**src/diag_pkg.sv**
```systemverilog
// Function
// - each port owns its own eight-bit status byte, in cyclic data and dictionary.
// - upper nibble carries the error cause code, 0x1 through 0xB.
// - lower nibble carries the port state code, 0 through 4.
// - lower nibble value 8 flags invalid process data, alongside a state.
// - simultaneous conditions are reported as the sum of their codes; cause sums cap at 0xB.
// - failed host access returns error, additional code, then 0x0700.
// - application refusal without detail gives 0x80 with additional 0x00.
// - missing index gives 0x80 with additional code 0x11.
// - missing subindex gives 0x80 with additional code 0x12.
// - blocked by application state gives 0x80 with additional 0x20.
// - blocked by local operation gives 0x80 with additional 0x21.
// - blocked by remote teach-in or calibration gives 0x80 with 0x22.
// - safety mapping index 0x60ab:0c decodes port, type and byte offset.
// - default safety mapping is UINT from port 0 byte offset 0.
package diag_pkg;
    localparam int NUM_PORTS = 4;
    localparam logic [15:0] DICT_STATUS_INDEX = 16'hF100;
    // port states
    typedef enum logic [2:0] {
        ST_DISABLED, ST_DIG_IN, ST_DIG_OUT, ST_OPERATE, ST_COMM_HALTED
    } port_state_t;
    localparam logic [3:0] LO_DISABLED  = 4'h0;
    localparam logic [3:0] LO_DIG_IN    = 4'h1;
    localparam logic [3:0] LO_DIG_OUT   = 4'h2;
    localparam logic [3:0] LO_OPERATE   = 4'h3;
    localparam logic [3:0] LO_HALTED    = 4'h4;
    localparam logic [3:0] LO_PD_INVAL  = 4'h8;
    localparam logic [3:0] HI_NONE      = 4'h0;
    localparam logic [3:0] HI_MAX       = 4'hB;
    // cause flags, one bit per cause code 1..11
    localparam int NUM_CAUSES = 11;
    typedef struct packed {
        logic [NUM_CAUSES-1:0] cause;
        logic                  pd_invalid;
        port_state_t           state;
    } port_cond_t;
    // host access errors
    typedef enum logic [2:0] {
        ACC_REFUSED, ACC_NO_INDEX, ACC_NO_SUBINDEX,
        ACC_BLK_STATE, ACC_BLK_LOCAL, ACC_BLK_REMOTE
    } access_err_t;
    localparam logic [7:0]  ERR_APP_DEVICE           = 8'h80;
    localparam logic [7:0]  application_refusal_error = 8'h00;
    localparam logic [7:0]  missing_index_error      = 8'h11;
    localparam logic [7:0]  missing_subindex_error   = 8'h12;
    localparam logic [7:0]  service_blocked_by_state = 8'h20;
    localparam logic [7:0]  service_blocked_local_operation  = 8'h21;
    localparam logic [7:0]  service_blocked_remote_operation = 8'h22;
    localparam logic [15:0] GENERAL_ERROR_LOW        = 16'h0700;
    // safety mapping index
    localparam logic [7:0] SAFE_INDEX_HIGH = 8'h60;
    localparam logic [3:0] SAFE_PORT_MAX   = 4'h3;
    typedef enum logic [2:0] {
        DT_BIT, DT_UDINT, DT_DINT, DT_UINT, DT_INT
    } safe_type_t;
    localparam logic [3:0] SAFE_TYPE_MAX = 4'h4;
    typedef struct packed {
        logic       valid;
        logic [1:0] port;
        safe_type_t dtype;
        logic [7:0] byte_offset;
    } safe_map_t;
    localparam logic [7:0] SAFE_DEF_OFFSET = 8'h00;
    localparam logic [1:0] SAFE_DEF_PORT   = 2'h0;
endpackage

```
**src/io_link_port_diag_status.sv**
```systemverilog
`timescale 1ns/1ps
`default_nettype none
module io_link_port_diag_status
    import diag_pkg::*;
(
    input  wire logic                  i_clk,
    input  wire logic                  i_rst_n,
    input  wire port_cond_t            i_cond [NUM_PORTS],
    output logic [NUM_PORTS*8-1:0]     o_cyclic_status,
    input  wire logic                  i_dict_rd,
    input  wire logic [15:0]           i_dict_index,
    input  wire logic [7:0]            i_dict_subindex,
    output logic                       o_dict_ack,
    output logic                       o_dict_ok,
    output logic [7:0]                 o_dict_data,
    input  wire logic                  i_acc_fail,
    input  wire access_err_t           i_acc_err,
    output logic                       o_acc_valid,
    output logic [31:0]                o_host_access_return_code,
    input  wire logic                  i_map_wr,
    input  wire logic [15:0]           i_map_index,
    input  wire logic [7:0]            i_map_subindex,
    output logic                       o_map_reject,
    output safe_map_t                  o_safe_map
);
    ////////////////////////////////////////////////////////////////////////////
    logic [7:0] port_status [NUM_PORTS];
    genvar g;
    generate
        for (g = 0; g < NUM_PORTS; g++) begin : g_port
            port_status_enc u_enc (
                .i_clk    (i_clk),
                .i_rst_n  (i_rst_n),
                .i_cond   (i_cond[g]),
                .o_status (port_status[g])
            );
            assign o_cyclic_status[g*8 +: 8] = port_status[g];
        end
    endgenerate

    ////////////////////////////////////////////////////////////////////////////
    typedef struct packed {
        logic        dict_ack;
        logic        dict_ok;
        logic [7:0]  dict_data;
        logic        acc_valid;
        logic [31:0] ret_code;
        logic        map_reject;
        safe_map_t   map;
    } top_state_t;
    top_state_t s_q;
    top_state_t s_d;
    logic [7:0] add_code;
    logic [3:0] a_digit;
    logic [3:0] b_digit;

    always_comb begin
        s_d = s_q;
        s_d.dict_ack   = 1'b0;
        s_d.acc_valid  = 1'b0;
        s_d.map_reject = 1'b0;
        a_digit = i_map_index[7:4];
        b_digit = i_map_index[3:0];
        // subindex n+1 selects port n; subindex 0 and out of range answer not ok
        if (i_dict_rd) begin
            s_d.dict_ack = 1'b1;
            s_d.dict_ok  = 1'b0;
            s_d.dict_data = 8'h00;
            if (i_dict_index == DICT_STATUS_INDEX && i_dict_subindex != 8'h00
                && i_dict_subindex <= 8'(NUM_PORTS)) begin
                s_d.dict_ok   = 1'b1;
                s_d.dict_data = port_status[2'(i_dict_subindex - 8'h01)];
            end
        end
        case (i_acc_err)
            ACC_REFUSED:     add_code = application_refusal_error;
            ACC_NO_INDEX:    add_code = missing_index_error;
            ACC_NO_SUBINDEX: add_code = missing_subindex_error;
            ACC_BLK_STATE:   add_code = service_blocked_by_state;
            ACC_BLK_LOCAL:   add_code = service_blocked_local_operation;
            ACC_BLK_REMOTE:  add_code = service_blocked_remote_operation;
            default:         add_code = application_refusal_error;
        endcase
        if (i_acc_fail) begin
            s_d.acc_valid = 1'b1;
            s_d.ret_code  = {ERR_APP_DEVICE, add_code, GENERAL_ERROR_LOW};
        end
        // malformed index leaves the previous mapping in force
        if (i_map_wr) begin
            if (i_map_index[15:8] == SAFE_INDEX_HIGH && a_digit <= SAFE_PORT_MAX
                && b_digit <= SAFE_TYPE_MAX && i_map_subindex != 8'h00) begin
                s_d.map.valid       = 1'b1;
                s_d.map.port        = a_digit[1:0];
                s_d.map.dtype       = safe_type_t'(b_digit[2:0]);
                s_d.map.byte_offset = i_map_subindex - 8'h01;
            end else begin
                s_d.map_reject = 1'b1;
            end
        end
    end

    always_ff @(posedge i_clk) begin
        if (!i_rst_n) begin
            s_q <= '0;
            s_q.map <= '{valid: 1'b1, port: SAFE_DEF_PORT, dtype: DT_UINT,
                         byte_offset: SAFE_DEF_OFFSET};
        end else begin
            s_q <= s_d;
        end
    end

    assign o_dict_ack  = s_q.dict_ack;
    assign o_dict_ok   = s_q.dict_ok;
    assign o_dict_data = s_q.dict_data;
    assign o_acc_valid = s_q.acc_valid;
    assign o_host_access_return_code = s_q.ret_code;
    assign o_map_reject = s_q.map_reject;
    assign o_safe_map   = s_q.map;
endmodule
`default_nettype wire

```
**src/port_status_enc.sv**
```systemverilog
`timescale 1ns/1ps
`default_nettype none
module port_status_enc
    import diag_pkg::*;
(
    input  wire logic       i_clk,
    input  wire logic       i_rst_n,
    input  wire port_cond_t i_cond,
    output logic [7:0]      o_status
);
    typedef struct packed {
        logic [7:0] status;
    } enc_state_t;
    enc_state_t s_q;
    enc_state_t s_d;
    logic [3:0] lo;
    logic [7:0] hi_sum;

    always_comb begin
        s_d = s_q;
        hi_sum = 8'h00;
        // sum of active cause codes; software sees the plain code when one is set
        for (int k = 0; k < NUM_CAUSES; k++) begin
            if (i_cond.cause[k]) begin
                hi_sum = hi_sum + 8'(k + 1);
            end
        end
        case (i_cond.state)
            ST_DISABLED:    lo = LO_DISABLED;
            ST_DIG_IN:      lo = LO_DIG_IN;
            ST_DIG_OUT:     lo = LO_DIG_OUT;
            ST_OPERATE:     lo = LO_OPERATE;
            ST_COMM_HALTED: lo = LO_HALTED;
            default:        lo = LO_DISABLED;
        endcase
        if (i_cond.pd_invalid) begin
            lo = lo + LO_PD_INVAL;
        end
        // nibble wraps on heavy cause sums; clipped to the largest code instead
        s_d.status = {(hi_sum > 8'(HI_MAX)) ? HI_MAX : hi_sum[3:0], lo};
    end

    always_ff @(posedge i_clk) begin
        if (!i_rst_n) begin
            s_q <= '0;
        end else begin
            s_q <= s_d;
        end
    end
    assign o_status = s_q.status;
endmodule
`default_nettype wire

```
**config.mk**
```make
export PLATFORM = sky130hd
export DESIGN_NAME = io_link_port_diag_status
export DESIGN_NICKNAME = d
export VERILOG_FILES = /design/src/diag_pkg.sv /design/src/io_link_port_diag_status.sv /design/src/port_status_enc.sv
export SDC_FILE = /design/constraint.sdc
export NUM_CORES = 1
export LEC_CHECK = 0
export BUFFER_PORTS_ARGS = -buffer_cell sky130_fd_sc_hd__buf_4
export CAP_MARGIN = 0
export CORE_ASPECT_RATIO = 0.5
export CORE_MARGIN = 10
export CORE_UTILIZATION = 55
export DETAILED_ROUTE_END_ITERATION = 8
export PLACE_DENSITY = 0.83
export SYNTH_ARGS = -nofsm -noshare
export SYNTH_HDL_FRONTEND = slang
export SYNTH_SLANG_ARGS = --single-unit
```
**constraint.sdc**
```tcl
create_clock -name i_clk -period 7.1 [get_ports i_clk]
set_input_delay 1.42 -clock i_clk [delete_from_list [all_inputs] [get_ports i_clk]]
set_output_delay 1.42 -clock i_clk [all_outputs]
set_load 0.01 [all_outputs]
```
==> flow_summary.yaml <==
status:
  status: "complete, no violations"
yosys:
  syn_avg_cell_area_um2: 8.142
  synth_edf_count: 0
  synth-simple-area-share: 0.2488
  synth-compound-area-share: 0.2094
  ys_types: 106
  synth_area_mm2: 0.007523
  synth_warnings: 0
  synth_ff_type: "dfxtp_1"
  yosysSeqAreaShare: 0.1650
  synth_seq_cells: 62
  synth_fa_ha_area_frac: 0.07118
  async_flop_share: 0
  muxShareOfSynthArea: 0.06469
  netlist_instances: 924
  synthXorXnorAreaFrac: 0.1648
  synth_top_family_by_area: "simple AND/OR/NAND/NOR gates"
power_and_ir_drop:
  leakage_nw: 4.082
  powerDensity_mw_per_mm2: 260.4
  power_mw: 2.379
  ir_worst_vdd_v: 0.0001167
floorplan:
  die_area_mm2: 0.01904
  boundaryPins: 206
  start_util: 0.5583
  core_area_mm2: 0.01348
  dieWidth_um: 185.4
  row_count: 30
  fp.dieH_um: 102.7
timing:
  max_slew_margin: 0.4308
  clock.fmax_mhz: 154.7
  worst_slew_pin_slew_ps: 853.8
  rsz0062_at_grt: "false"
  tns_ps: 0
  finalMaxSlewViolations: 0
  fin_ws_ps: 634.9
  setup_viol: 0
  finClkSkew_ps: 5.673
  fin_crit_ps: 6465
  fin_crit_sh: 0.9106
  hold_viol: 0
worst_setup_path:
  critical_path_class: "input port to flop"
  r2r.worst_path.cells: 3
  worstPathRequired_ps: 7310
  end_kind: "flop"
  worst_ep_arrival_time_ps: 6670
  start_kind: "input port"
  path_max_fanout: 5
routing:
  wl_per_cell_um: 16.14
  drt_iter0_markers: 326
  drt_pre_antenna_iters: 5
  viasPerCell: 5.653
  drc: 0
  vias: 7112
  ant_nets: 0
  drt-total-wl_um: 20310
global_routing:
  track_usage: 0.1997
  grt_pass1_vias: 6860
  grt_max_degree: 48
  overflow: 0
  grt_antenna_before_repair: 0
  grt_pass1_wl_um: 32170
finish:
  final_util: 0.6781
  stdcell_area_mm2: 0.009138
  drive_gt1_frac: 0.2431
  nNetsFinal: 1235
  fillers: 1127
  synthToLayoutAreaGrowth_pct: 21.45
  n_antenna_cell: 0
clock_network:
  path_clk_slew_ps: 60
  htreeDepth: 3
  cts_buffer_depth: 2
  postCtsHoldBufs: 0
  numCtsBuffers: 9
  tritoncts: "done"
  cts_setup_buffers: 0
  clock_sinks: 62
  postCtsResizedCells: 0
  cts_root_buf: "clkbuf_16"
  clk-insertion-delay-late_ps: 320
placed_design:
  place.gp.congestion: 0.8262
  dpl_cell_area_mm2: 0.008830
  io_buffers: 180
  place_hpwl_um: 16630
  place_ws_ps: 335.5
flow_run:
  cap_violations: 0
hold_path:
  whs_path_depth: 2
  hp-class: "flop to flop"
==> power breakdown <==
part / leakage (nW) / switching (mW) / internal (mW)
sequential: 0.509 / 0.0321 / 0.392
combinational: 3.42 / 0.841 / 0.674
clock: 0.149 / 0.157 / 0.283
==> metrics by stage <==
stage	cells	hold slack, ps
4_1_cts	1258	481.8
5_1_grt	1258	501.1
6_report	1258	479.9
3_3_place_gp	1242	462.2
3_5_place_dp	1242	467.2
2_1_floorplan	947	489.6
==> worst max-delay path, cell delays in order <==
cell	delay (ps)
buf_4	110
inv_1	50
ha_1	290
nor2b_1	60
or2_2	290
ha_1	270
nand2b_1	110
o31ai_2	90
xnor2_1	350
ha_1	310
mux2i_1	270
ha_1	310
mux2_2	310
ha_1	210
nand2b_1	180
xnor2_1	260
xor2_1	180
or2_2	360
and2_1	210
o211ai_1	100
a21boi_1	210
xnor2_1	130
a21oi_1	130
o41a_1	440
==> Yosys cell counts (8+ instances only) <==
cell | count | area (um2)
buf_4 | 31 | 232.7
a21boi_0 | 10 | 75.07
inv_1 | 52 | 195.2
mux4_2 | 8 | 180.2
nor4_1 | 10 | 62.56
o21a_1 | 10 | 75.07
and3b_1 | 10 | 87.58
mux2i_1 | 20 | 200.2
a21oi_1 | 26 | 130.1
nor3_1 | 26 | 130.1
o211a_1 | 9 | 90.09
o21ai_0 | 32 | 160.2
xnor2_1 | 66 | 578.1
nor3b_1 | 11 | 82.58
nand2b_1 | 38 | 237.7
dfxtp_1 | 62 | 1241
nand3_1 | 24 | 120.1
ha_1 | 42 | 525.5
nand2_1 | 73 | 274.0
clkbuf_1 | 22 | 82.58
xor2_1 | 40 | 350.3
a31oi_1 | 17 | 106.4
nor2_1 | 59 | 221.5
and2_1 | 12 | 75.07
nor2b_1 | 22 | 137.6
==> cell families (layout without fill, tap and decap cells) <==
group                    count (synthesis)  after routing
flip-flops                              62             62
multiplexers                            36             36
XOR/XNOR                               120            120
adder cells (fa/ha/maj)                 43             43
other                                    2             25
AO/OA/AOI/OAI                          203            203
buffers and inverters                  116            251
AND/OR/NAND/NOR                        342            342
==> layout make-up <==
| type | instances | area, um2 | share of cell area |
|---|---|---|---|
| Multi-Input combinational cell | 769 | 5803 | 0.6351 |
| Timing Repair Buffer | 182 | 1366 | 0.1495 |
| Sequential cell | 62 | 1241 | 0.1358 |
| Clock buffer | 10 | 239.0 | 0.02615 |
| Tap cell | 176 | 220.2 | 0.02410 |
| Inverter | 53 | 198.9 | 0.02177 |
| Clock inverter | 6 | 68.82 | 0.007531 |
==> cells in the final DEF (no fill, tap or decap), types with 11 or more instances in the layout <==
cell / netlist / layout
ha_1: 42 / 42
buf_4: 31 / 182
a21oi_1: 26 / 26
xor2_1: 40 / 40
dfxtp_1: 62 / 62
nor2b_1: 22 / 22
nand3_1: 24 / 24
a31oi_1: 17 / 17
nor3b_1: 11 / 11
nand2b_1: 38 / 38
o21ai_0: 32 / 32
and2_1: 12 / 12
inv_1: 52 / 52
xnor2_1: 66 / 66
nor3_1: 26 / 26
mux2i_1: 20 / 20
nand2_1: 73 / 73
conb_1: 2 / 25
nor2_1: 59 / 59
==> metal layers <==
layer | track usage | vias up | part of all wire
met4 | 0.04467 | 0 | 0.013
met1 | 0.2283 | 3321 | 0.42
met2 | 0.3792 | 185 | 0.50
li1 | - | 3583 | -
met5 | 0 | - | 0
met3 | 0.03764 | 23 | 0.062
==> flip-flops by register name, summed over array words and instances, names as in the netlist <==
register / flops
o_dict_data: 8
o_acc_valid: 1
o_dict_ok: 1
o_map_reject: 1
g_port.u_enc.o_status: 32
o_dict_ack: 1
o_safe_map: 13
o_host_access_return_code: 5
==> final timing paths <==
| check | from | slack [ps] | endpoint |
|---|---|---|---|
| max | i_cond[34] | 630 | g_port[1].u_enc.o_status[5] |
| min | o_safe_map[8] | 480 | o_safe_map[8] |
| max reg2reg | g_port[1].u_enc.o_status[2] | 5970 | o_dict_data[2] |
| min reg2reg | o_safe_map[8] | 480 | o_safe_map[8] |
Power figures use the tool's default switching activity.
